<file path="src/core/rtcc_map.svh">
// register offsets, bus address, reset values and timing counts for the rtc core
// assumes inclusion by bare name from the package file
`ifndef RTCC_MAP_SVH
`define RTCC_MAP_SVH
`define RTCC_BUS_ADDR 7'h68
`define RTCC_NUM_BYTES 32
`define RTCC_PTR_LAST 5'h1F
`define RTCC_OFF_SUBSEC 5'h00
`define RTCC_OFF_SEC 5'h01
`define RTCC_OFF_MIN 5'h02
`define RTCC_OFF_HOUR 5'h03
`define RTCC_OFF_DAY 5'h04
`define RTCC_OFF_DATE 5'h05
`define RTCC_OFF_MONTH 5'h06
`define RTCC_OFF_YEAR 5'h07
`define RTCC_OFF_CTRL_FIRST 5'h08
`define RTCC_OFF_CTRL_LAST 5'h18
`define RTCC_OFF_SRAM_FIRST 5'h19
`define RTCC_OSC_KHZ_X1000 32768
`define RTCC_CLK_HZ 20000000
`define RTCC_TICK_HZ 100
`define RTCC_RST_DATE 8'h01
`define RTCC_RST_MONTH 8'h01
`define RTCC_RST_DAY 8'h01
`endif

</file>
<file path="src/core/rtcc_pkg.sv">
// types shared by the rtc core files
// assumes rtcc_map.svh is on the include path
`include "rtcc_map.svh"
package rtcc_pkg;
   typedef enum logic [2:0] {
      RTCC_IDLE,
      RTCC_ADDR,
      RTCC_ADDR_ACK,
      RTCC_WR,
      RTCC_WR_ACK,
      RTCC_RD,
      RTCC_RD_ACK
   } rtcc_state_t;
   typedef logic [7:0] rtcc_byte_t;
endpackage

</file>
<file path="src/core/rtcc_core.sv">
// rtc core: bcd timekeeping, 32-byte register space, two-wire bus slave
// assumes osc_32k from a free oscillator, scl/sda from pins, supply_ok from power sense
//
// Operation
// - time and calendar kept in eight bcd bytes
// - fields cover century to hundredths, hours counted 0 to 23
// - date rolls over at 28, 29, 30 or 31 days automatically
// - seventeen control and status bytes are provided
// - seven user bytes readable and writable, kept on battery
// - address pointer advances after every data byte, read or write
// - registers reached over two-wire serial bus, host is master
// - timekeeping derived from the 32.768 kHz oscillator
// - supply failure moves to battery and the clock keeps running
// - access opens with start and address d0h or d1h only
// - sequential bytes follow fixed order from sub-second to user storage
// - below reset trip threshold abort access, clear pointer, ignore bus
`timescale 1ns/1ps
module rtcc_core
   import rtcc_pkg::*;
(
   input wire logic clk,
   input wire logic rstn,
   input wire logic osc_32k,
   input wire logic supply_ok,
   input wire logic scl_in,
   input wire logic sda_in,
   output logic sda_out,
   output logic sda_oe,
   output logic on_battery
);
   // --------------------------------------------------------------
   // synchronisers
   // --------------------------------------------------------------
   logic [3:0] s1_reg;
   logic [3:0] s2_reg;
   logic [1:0] bus_old_reg;
   always_ff @(posedge clk or negedge rstn)
   begin
      if (!rstn)
      begin
         s1_reg <= 4'hF;
         s2_reg <= 4'hF;
         bus_old_reg <= 2'h3;
      end
      else
      begin
         s1_reg <= {osc_32k, supply_ok, scl_in, sda_in};
         s2_reg <= s1_reg;
         bus_old_reg <= s2_reg[1:0];
      end
   end
   wire scl = s2_reg[1];
   wire sda = s2_reg[0];
   wire pwr_ok = s2_reg[2];
   wire osc = s2_reg[3];
   assign on_battery = !pwr_ok;
   wire scl_rise = scl && !bus_old_reg[1];
   wire scl_fall = !scl && bus_old_reg[1];
   wire start_c = scl && bus_old_reg[1] && bus_old_reg[0] && !sda;
   wire stop_c = scl && bus_old_reg[1] && !bus_old_reg[0] && sda;

   // --------------------------------------------------------------
   // timebase: 32768 oscillator edges give 100 ticks per second
   // --------------------------------------------------------------
   // fractional accumulator: +100 per edge, tick at 32768; avoids drift
   logic osc_old_reg;
   logic [15:0] acc_reg;
   wire osc_rise = osc && !osc_old_reg;
   wire [16:0] acc_sum = {1'b0, acc_reg} + 17'(`RTCC_TICK_HZ);
   wire tick = osc_rise && (acc_sum >= 17'(`RTCC_OSC_KHZ_X1000));
   always_ff @(posedge clk or negedge rstn)
   begin
      if (!rstn)
      begin
         osc_old_reg <= 1'b1; // matches the preset sync flop, so no false edge after reset
         acc_reg <= 16'h0000;
      end
      else
      begin
         osc_old_reg <= osc;
         if (osc_rise)
            acc_reg <= tick ? 16'(acc_sum - 17'(`RTCC_OSC_KHZ_X1000)) : acc_sum[15:0];
      end
   end

   // --------------------------------------------------------------
   // register space
   // --------------------------------------------------------------
   rtcc_byte_t mem_reg [0:`RTCC_NUM_BYTES-1];
   rtcc_byte_t mem_next [0:`RTCC_NUM_BYTES-1];
   logic [4:0] ptr_reg;
   logic wr_en;
   rtcc_byte_t wr_data;

   // month length from bcd month and year; year divisible by four is leap
   wire [7:0] month = mem_reg[`RTCC_OFF_MONTH];
   wire [7:0] year = mem_reg[`RTCC_OFF_YEAR];
   wire leap = (year[4] ? (year[1:0] == 2'h2) : (year[1:0] == 2'h0));
   wire thirty = (month == 8'h04) || (month == 8'h06) || (month == 8'h09) || (month == 8'h11);
   wire [7:0] dim = (month == 8'h02) ? (leap ? 8'h29 : 8'h28) :
      thirty ? 8'h30 : 8'h31;

   // counting chain: subsec, sec, min, hour, day, date, month, year, century
   logic [7:0] cnt_val [0:8];
   logic [7:0] cnt_last [0:8];
   logic [7:0] cnt_first [0:8];
   logic [7:0] cnt_nxt [0:8];
   logic [8:0] cnt_wrap;
   logic [9:0] carry;
   assign carry[0] = tick;
   assign cnt_val[0] = mem_reg[0];
   assign cnt_val[1] = {1'b0, mem_reg[1][6:0]};
   assign cnt_val[2] = {1'b0, mem_reg[2][6:0]};
   assign cnt_val[3] = {2'h0, mem_reg[3][5:0]};
   assign cnt_val[4] = {5'h00, mem_reg[4][2:0]};
   assign cnt_val[5] = {2'h0, mem_reg[5][5:0]};
   assign cnt_val[6] = {3'h0, mem_reg[6][4:0]};
   assign cnt_val[7] = mem_reg[7];
   assign cnt_val[8] = {6'h00, mem_reg[3][7:6]};
   assign cnt_last[0] = 8'h99;
   assign cnt_last[1] = 8'h59;
   assign cnt_last[2] = 8'h59;
   assign cnt_last[3] = 8'h23;
   assign cnt_last[4] = 8'h07;
   assign cnt_last[5] = dim;
   assign cnt_last[6] = 8'h12;
   assign cnt_last[7] = 8'h99;
   assign cnt_last[8] = 8'h03;
   assign cnt_first[0] = 8'h00;
   assign cnt_first[1] = 8'h00;
   assign cnt_first[2] = 8'h00;
   assign cnt_first[3] = 8'h00;
   assign cnt_first[4] = 8'h01;
   assign cnt_first[5] = 8'h01;
   assign cnt_first[6] = 8'h01;
   assign cnt_first[7] = 8'h00;
   assign cnt_first[8] = 8'h00;
   // day of week steps with the date carry, not on its own wrap
   assign carry[4] = carry[3] && cnt_wrap[3];
   assign carry[5] = carry[4];
   genvar gi;
   generate
      for (gi = 0; gi < 9; gi++)
      begin : g_cnt
         rtcc_bcd_digit u_dig (
            .value(cnt_val[gi]),
            .last(cnt_last[gi]),
            .first(cnt_first[gi]),
            .next_value(cnt_nxt[gi]),
            .wrap(cnt_wrap[gi])
         );
         if (gi != 3 && gi != 4)
         begin : g_car
            assign carry[gi+1] = carry[gi] && cnt_wrap[gi];
         end
      end
   endgenerate

   // next register contents: bus write takes priority over counting
   always_comb
   begin
      for (int i = 0; i < `RTCC_NUM_BYTES; i++)
         mem_next[i] = mem_reg[i];
      if (carry[0])
         mem_next[0] = cnt_nxt[0];
      if (carry[1])
         mem_next[1] = {mem_reg[1][7], cnt_nxt[1][6:0]};
      if (carry[2])
         mem_next[2] = {mem_reg[2][7], cnt_nxt[2][6:0]};
      if (carry[3])
         mem_next[3][5:0] = cnt_nxt[3][5:0];
      if (carry[8])
         mem_next[3][7:6] = cnt_nxt[8][1:0];
      if (carry[4])
         mem_next[4] = {mem_reg[4][7:3], cnt_nxt[4][2:0]};
      if (carry[5])
         mem_next[5] = {mem_reg[5][7:6], cnt_nxt[5][5:0]};
      if (carry[6])
         mem_next[6] = {mem_reg[6][7:5], cnt_nxt[6][4:0]};
      if (carry[7])
         mem_next[7] = cnt_nxt[7];
      if (wr_en)
         mem_next[ptr_reg] = wr_data;
   end

   // timekeeping runs regardless of supply state
   always_ff @(posedge clk or negedge rstn)
   begin
      if (!rstn)
      begin
         for (int i = 0; i < `RTCC_NUM_BYTES; i++)
            mem_reg[i] <= 8'h00;
         mem_reg[`RTCC_OFF_DAY] <= `RTCC_RST_DAY;
         mem_reg[`RTCC_OFF_DATE] <= `RTCC_RST_DATE;
         mem_reg[`RTCC_OFF_MONTH] <= `RTCC_RST_MONTH;
      end
      else
      begin
         for (int i = 0; i < `RTCC_NUM_BYTES; i++)
            mem_reg[i] <= mem_next[i];
      end
   end

   // --------------------------------------------------------------
   // two-wire slave
   // --------------------------------------------------------------
   rtcc_state_t st_reg;
   logic [7:0] sh_reg;
   logic [3:0] bit_reg;
   logic first_reg;
   logic rw_reg;
   logic drive_reg;
   wire addr_hit = (sh_reg[7:1] == `RTCC_BUS_ADDR);
   wire [4:0] ptr_inc = (ptr_reg == `RTCC_PTR_LAST) ? 5'h00 : ptr_reg + 5'h01;
   assign wr_en = pwr_ok && (st_reg == RTCC_WR) && scl_fall && (bit_reg == 4'h8) && !first_reg;
   assign wr_data = sh_reg;
   assign sda_out = 1'b0;
   assign sda_oe = drive_reg;

   // bit counter counts rising edges in address and write states, falling edges in read; actions fall on the falling edge after bit 8
   always_ff @(posedge clk or negedge rstn)
   begin
      if (!rstn)
      begin
         st_reg <= RTCC_IDLE;
         sh_reg <= 8'h00;
         bit_reg <= 4'h0;
         first_reg <= 1'b0;
         rw_reg <= 1'b0;
         drive_reg <= 1'b0;
         ptr_reg <= 5'h00;
      end
      else if (!pwr_ok)
      begin
         st_reg <= RTCC_IDLE;
         drive_reg <= 1'b0;
         ptr_reg <= 5'h00;
         bit_reg <= 4'h0;
      end
      else if (start_c)
      begin
         st_reg <= RTCC_ADDR;
         bit_reg <= 4'h0;
         drive_reg <= 1'b0;
      end
      else if (stop_c)
      begin
         st_reg <= RTCC_IDLE;
         drive_reg <= 1'b0;
      end
      else
      begin
         case (st_reg)
            RTCC_IDLE:
               drive_reg <= 1'b0;
            RTCC_ADDR, RTCC_WR:
            begin
               if (scl_rise)
               begin
                  sh_reg <= {sh_reg[6:0], sda};
                  bit_reg <= bit_reg + 4'h1;
               end
               else if (scl_fall && bit_reg == 4'h8)
               begin
                  if (st_reg == RTCC_ADDR)
                  begin
                     if (addr_hit)
                     begin
                        rw_reg <= sh_reg[0];
                        first_reg <= 1'b1;
                        drive_reg <= 1'b1;
                        st_reg <= RTCC_ADDR_ACK;
                     end
                     else
                        st_reg <= RTCC_IDLE;
                  end
                  else
                  begin
                     if (first_reg)
                        ptr_reg <= sh_reg[4:0];
                     else
                        ptr_reg <= ptr_inc;
                     first_reg <= 1'b0;
                     drive_reg <= 1'b1;
                     st_reg <= RTCC_WR_ACK;
                  end
               end
            end
            RTCC_ADDR_ACK, RTCC_WR_ACK:
               if (scl_fall)
               begin
                  bit_reg <= 4'h0;
                  if (st_reg == RTCC_ADDR_ACK && rw_reg)
                  begin
                     sh_reg <= mem_reg[ptr_reg];
                     drive_reg <= !mem_reg[ptr_reg][7];
                     st_reg <= RTCC_RD;
                  end
                  else
                  begin
                     drive_reg <= 1'b0;
                     st_reg <= RTCC_WR;
                  end
               end
            RTCC_RD:
               if (scl_fall)
               begin
                  if (bit_reg == 4'h7)
                  begin
                     drive_reg <= 1'b0;
                     ptr_reg <= ptr_inc;
                     st_reg <= RTCC_RD_ACK;
                  end
                  else
                  begin
                     sh_reg <= {sh_reg[6:0], 1'b0};
                     drive_reg <= !sh_reg[6];
                     bit_reg <= bit_reg + 4'h1;
                  end
               end
            RTCC_RD_ACK:
               if (scl_rise)
               begin
                  // host nack ends the read; ack continues with the next byte
                  if (sda)
                     st_reg <= RTCC_IDLE;
                  else
                     bit_reg <= 4'h0;
               end
               else if (scl_fall)
               begin
                  sh_reg <= mem_reg[ptr_reg];
                  drive_reg <= !mem_reg[ptr_reg][7];
                  st_reg <= RTCC_RD;
               end
            default:
               st_reg <= RTCC_IDLE;
         endcase
      end
   end
endmodule

</file>
<file path="src/core/rtcc_bcd_digit.sv">
// one bcd counter field with a programmable rollover value
`timescale 1ns/1ps
module rtcc_bcd_digit
   import rtcc_pkg::*;
(
   input wire logic [7:0] value,
   input wire logic [7:0] last,
   input wire logic [7:0] first,
   output logic [7:0] next_value,
   output logic wrap
);
   // --------------------------------------------------------------
   // increment
   // --------------------------------------------------------------
   // wraps to first after last; low digit carries at 9
   assign wrap = (value >= last);
   assign next_value = wrap ? first :
      (value[3:0] >= 4'h9) ? {value[7:4] + 4'h1, 4'h0} : {value[7:4], value[3:0] + 4'h1};
endmodule

</file>
<file path="config.mk">
export PLATFORM = sky130hd
export DESIGN_NAME = rtcc_core
export DESIGN_NICKNAME = d
export VERILOG_FILES = /design/src/core/rtcc_pkg.sv /design/src/core/rtcc_core.sv /design/src/core/rtcc_bcd_digit.sv
export VERILOG_INCLUDE_DIRS = /design/src /design/src/core
export SDC_FILE = /design/constraint.sdc
export NUM_CORES = 1
export LEC_CHECK = 0
export BUFFER_PORTS_ARGS = -buffer_cell sky130_fd_sc_hd__buf_2
export CORE_UTILIZATION = 58
export DETAILED_ROUTE_END_ITERATION = 10
export GPL_ROUTABILITY_DRIVEN = 0
export GPL_TIMING_DRIVEN = 0
export PLACE_DENSITY = 0.82
export SYNTH_ARGS = -nofsm -noshare
export SYNTH_HDL_FRONTEND = slang
export SYNTH_SLANG_ARGS = --single-unit
</file>
<file path="constraint.sdc">
create_clock -name clk -period 3.1 [get_ports clk]
set_input_delay 0.31 -clock clk [delete_from_list [all_inputs] [get_ports clk]]
set_output_delay 0.31 -clock clk [all_outputs]
set_load 0.005 [all_outputs]
</file>
### Word level (Yosys, flattened, before mapping)

Index checks and enable logic that the tools add are counted.

* muxes and demuxes: 98
* reductions and logical operators: 47
* $add $sub $neg: 20
* magnitude comparators: 21
* equality and inequality tests: 52
* bitwise operators: 4

Operators with widths (number)
* $bwmux W256: 1
* $mux W256: 1
* $mux W8: 16
* $mux W5: 14
* $mux W3: 16
* $mux W7: 6
* $add A4 B1 Y4 const B: 10
* $bmux W8 S5: 1
* $demux W8 S5: 1
* $reduce_and A8 Y1: 5
* $mux W4: 9
* $mux W6: 6
* $ne A5 B5 Y1 const B: 7
* $pmux W8 S4: 1
* $ge A4 B4 Y1 const B: 7
* $ne A4 B4 Y1 const B: 7
* $logic_and A1 B1 Y1: 23
* $ne A2 B2 Y1 const B: 10
* $ne A3 B3 Y1 const B: 6
* $ne A6 B6 Y1 const B: 3
* $add A16 B7 Y17 const B: 1
* $ge A17 B16 Y1 const B: 1
* $mux W1: 17
* $eq A8 B3 Y1 const B: 2
* 45 further kinds: 71

* flip-flop bits (word level): 306
* output and inout bits: 3
* input port bits: 6
* logic and storage cells: 286

### Logic depth before layout (Yosys ltp)

* word-level depth: 13
* gate-level depth with buffers: 13
* gate-level depth less buffers: 12

### Cells and area by module

Synthesis repeated with hierarchy kept, for this count alone.

* cells, all modules: 1744
* area total of the unflattened synthesis: 19711.4 um2

By module, submodules not included
* rtcc_core: instances 1, cells each 1222, seq. area each 7624.8 um2, area an instance 15105.7 um2
* rtcc_bcd_digit: instances 9, cells each 58, seq. area each 0.0 um2, area an instance 511.7 um2

### Least setup slack after synthesis

OpenSTA, ideal clock, no wires.

* path kind: register to register
* start: register mem_reg (netlist bit month[0])
* end: register mem_reg (netlist bit year[7])
* data required time: 3.034 ns
* buffers on the path: 1
* stages on the path, launching flop included: 14
* setup time: 0.066 ns
* data arrival time: 3.045 ns
* setup slack: -0.011 ns
* period minus slack after synthesis: 3.111 ns
* cell sequence: dfstp_2 inv_1 ha_1 o211ai_1 o21ai_0 a22oi_1 ha_1 or4b_1 a211oi_1 nor3_1 and4_1 buf_2 a21oi_1 a22o_1

RTL lines
* start: declaration: line rtcc_core.sv:89 `` rtcc_byte_t mem_reg [0:`RTCC_NUM_BYTES-1]; ``
* start signal: indexed assignment: line rtcc_core.sv:193 `` mem_reg[`RTCC_OFF_DAY] <= `RTCC_RST_DAY; ``
* start signal: indexed assignment: line rtcc_core.sv:194 `` mem_reg[`RTCC_OFF_DATE] <= `RTCC_RST_DATE; ``
* start signal: indexed assignment: line rtcc_core.sv:195 `` mem_reg[`RTCC_OFF_MONTH] <= `RTCC_RST_MONTH; ``

==> run metrics <==
Synth async-reset ratio 100%; Crit Path Max Fanout 5; first drt pass iteration count 6; Nets 1462; DR vias/cell 6.59; number of synthesized flops with an enable pin 0; most frequent cells in the layout 288 x dfrtp_1, 162 x mux2_2, 92 x nand2_1; Site Rows 61; DRC viols 0; total routed wirelength 43500 um; CP Capture Type register; synthesized area per cell 12.4 sq um; syn_nets 1408; CORE AREA 28100 sq um; Worst R2R End year[6]; FF-to-FF Start month[0]; final setup fails 3; number of global-route vias before repair 11959; Reg area 7630 sq um; Reg power frac 46.0%; Placement Setup Slack -322 ps; Total Neg Setup Slack -35.8 ps; global-route wire length before repair 67900 um; Max Cap Viol 0; f_max 321 MHz; maximum vdd drop 0.381 mV; grt met2 use 48.1%; CTS root buffer clkbuf_16; hpwl dp 29000 um; H-tree level count 2; Power Dens Cells 490 nW/um^2; minimum clock period 3110 ps; setup ws final -14.9 ps; register area share after synthesis 45.6%; most common cell after layout, fill and taps aside dfrtp_1; Sw Share 26.0%; synthesized area 16700 sq um; post-synthesis cell type count 87; Switch Pwr 0.00237 W; internal power 0.00673 W; placed inst area 17300 sq um; I/O pin count 9; Least-Margin Pin Slew 1210 ps; die height 172 um; Initial Util 59.5%; Main synth FF type dfrtp_1; Multi-input gate area 8640 sq um; Worst Path Arrival 3540 ps; Die W 172 um; GRT Residual Overflow 0; CTS tree built; reg-to-reg setup timing slack -10 ps; final period utilization 100%; Slew Viols, Final 0; Die Area 29500 sq um; RSZ-0062 raised after global routing yes; ANT cells 0; Clock Power Share 43.9%; Most Used Layer, Global Route met2; ordered cell list for the critical path inv_4, ha_2, o211ai_1, o21ai_1, a22oi_1, ha_1, or4b_4, a211oi_4, nor3_4, nand4_1, buf_6, o21ai_0, a31oi_1; synthesized instance count 1352; Hold WC Path Type input pin to asynchronous set/reset pin; CTS clk-pin slew, worst paths 60 ps; pin count of the biggest net entering global routing 128; Fin. Hold Viols 0; Crit. Startpoint month[0]; Ys Warns 0; kind of critical path register to register; Layout area overhead 11.2%; WL/cell 24.1 um; Max stage delay cell, worst path dfstp_2; LEAKAGE 8.87 nW; max_slew headroom 19.3%; Tot Pwr 0.00910 W; worst endpoint required time 3520 ps; starting DRC count in detailed routing 1489; met1 Use GR 40.4%; CTS max path bufs 3; IO Port Bufs 7; GRT Overall Usage 30.5%; slowest cell delay on critical path 560 ps; clk_lat worst skew 520 ps; violated checks negative setup slack; design area 18600 sq um; CTS buffer count 34; #FFs+latches synth 304; outcome finished with violations; Fin Clk Skew 13.2 ps; initial antenna violation count 0; clock sinks 304; final antenna-violating net count 0; via count 11909; Filler Cell Count 1968; crit start category register; combinational power share 10.1%; Worst Reg2Reg Path Length in Cells 13; share of layout cells above drive strength 1 29.0%; met3 Use GR 6.12%
## cell type report
cell class	count	share of cell area (%)
clock inverters	9	0.464
inverters	39	0.801
clock buffers	49	5.47
repair buffers	20	1.05
well taps	378	2.54
multi-input cells	923	46.5
flip-flops and latches	304	41.0
plain buffers	84	2.15
## cells in the mapped netlist, types with 7 or more instances
master | count | area, sq um
o21ai_0 | 53 | 265
o31ai_1 | 8 | 60.1
a221oi_1 | 7 | 61.3
dfstp_2 | 14 | 368
nand3_1 | 32 | 160
buf_2 | 20 | 100
a31oi_1 | 16 | 100
mux2i_1 | 14 | 140
dfrtp_1 | 290 | 7260
nor3_1 | 14 | 70.1
nor2b_1 | 9 | 56.3
o211ai_1 | 11 | 82.6
nand4_1 | 17 | 106
o21ai_1 | 10 | 50.1
a22o_1 | 10 | 87.6
nand2_1 | 94 | 353
mux4_2 | 64 | 1440
nor2_1 | 55 | 206
nor2_8 | 22 | 440
ha_1 | 50 | 626
o21a_1 | 7 | 52.6
xnor2_1 | 15 | 131
a21oi_1 | 31 | 155
a22oi_1 | 22 | 165
and3_1 | 12 | 75.1
mux2_1 | 49 | 552
xor2_1 | 9 | 78.8
clkbuf_1 | 52 | 195
nand2b_1 | 11 | 68.8
inv_1 | 39 | 146
mux2_2 | 162 | 1820
## logic make-up after synthesis
family	share of synthesized area (%)
and+or+nand+nor	12.6
DFF	45.6
muxes	23.8
AOI/OAI and AO/OA	9.73
buffers and inverters	3.25
adders and majority gates	3.74
xor gates and xnor gates	1.26
other	0.0224
## through the flow
stage | utilization, % | hold slack, ps | std cells
2_1_floorplan | - | 14.4 | 1352
3_3_place_gp | 61.3 | 346 | 1737
3_5_place_dp | 61.6 | 320 | 1739
4_1_cts | 65.9 | 357 | 1803
5_1_grt | 66.2 | 363 | 1806
6_report | 66.2 | 357 | 1806
## critical path, delay by kind of cell, from the launching register on
kind / cells / cell delay (ps)
flip-flops: 1 / 560
adder cells (fa/ha/maj): 2 / 430
buffers and inverters: 2 / 200
AND/OR/NAND/NOR: 3 / 790
AO/OA/AOI/OAI: 6 / 1050
## worst max path at each step
stage / end / slack [ps] / cells past startpoint
6_report: year[6] / -10 / 13
5_1_grt: cnt_val[1] / -100 / 13
4_1_cts: month[2] / 1 / 13
3_5_place_dp: year[2] / -320 / 13
3_3_place_gp: asynchronous set/reset pin / -3850 / 1
2_1_floorplan: year[7] / 30 / 13
## power groups by stage
stage	Sequential [W]	Clock (W)	Combinational, W
floorplan	0.00423	0	0.000568
CTS	0.00419	0.00403	0.000906
global placement	0.00425	0	0.000857
detailed placement	0.00426	0	0.000894
global route	0.00420	0.00418	0.000976
finish	0.00419	0.00400	0.000916
## metal layers
metal  vias to the layer above  share of wire [%]
met4                         2                5.5
met3                       178                8.5
met5                         -              0.090
li1                       5098                  -
met2                       616                 46
met1                      6015                 40
## what timing repair did
action,in CTS,in global routing
hold buffers,5,0
pin swaps,6,6
buffers inserted,1,4
resized for setup,12,20
endpoints found under the setup margin,22,20
endpoints found under the hold margin,69,0
gates cloned,1,0
No activity file was read; power rests on OpenSTA's default activity.
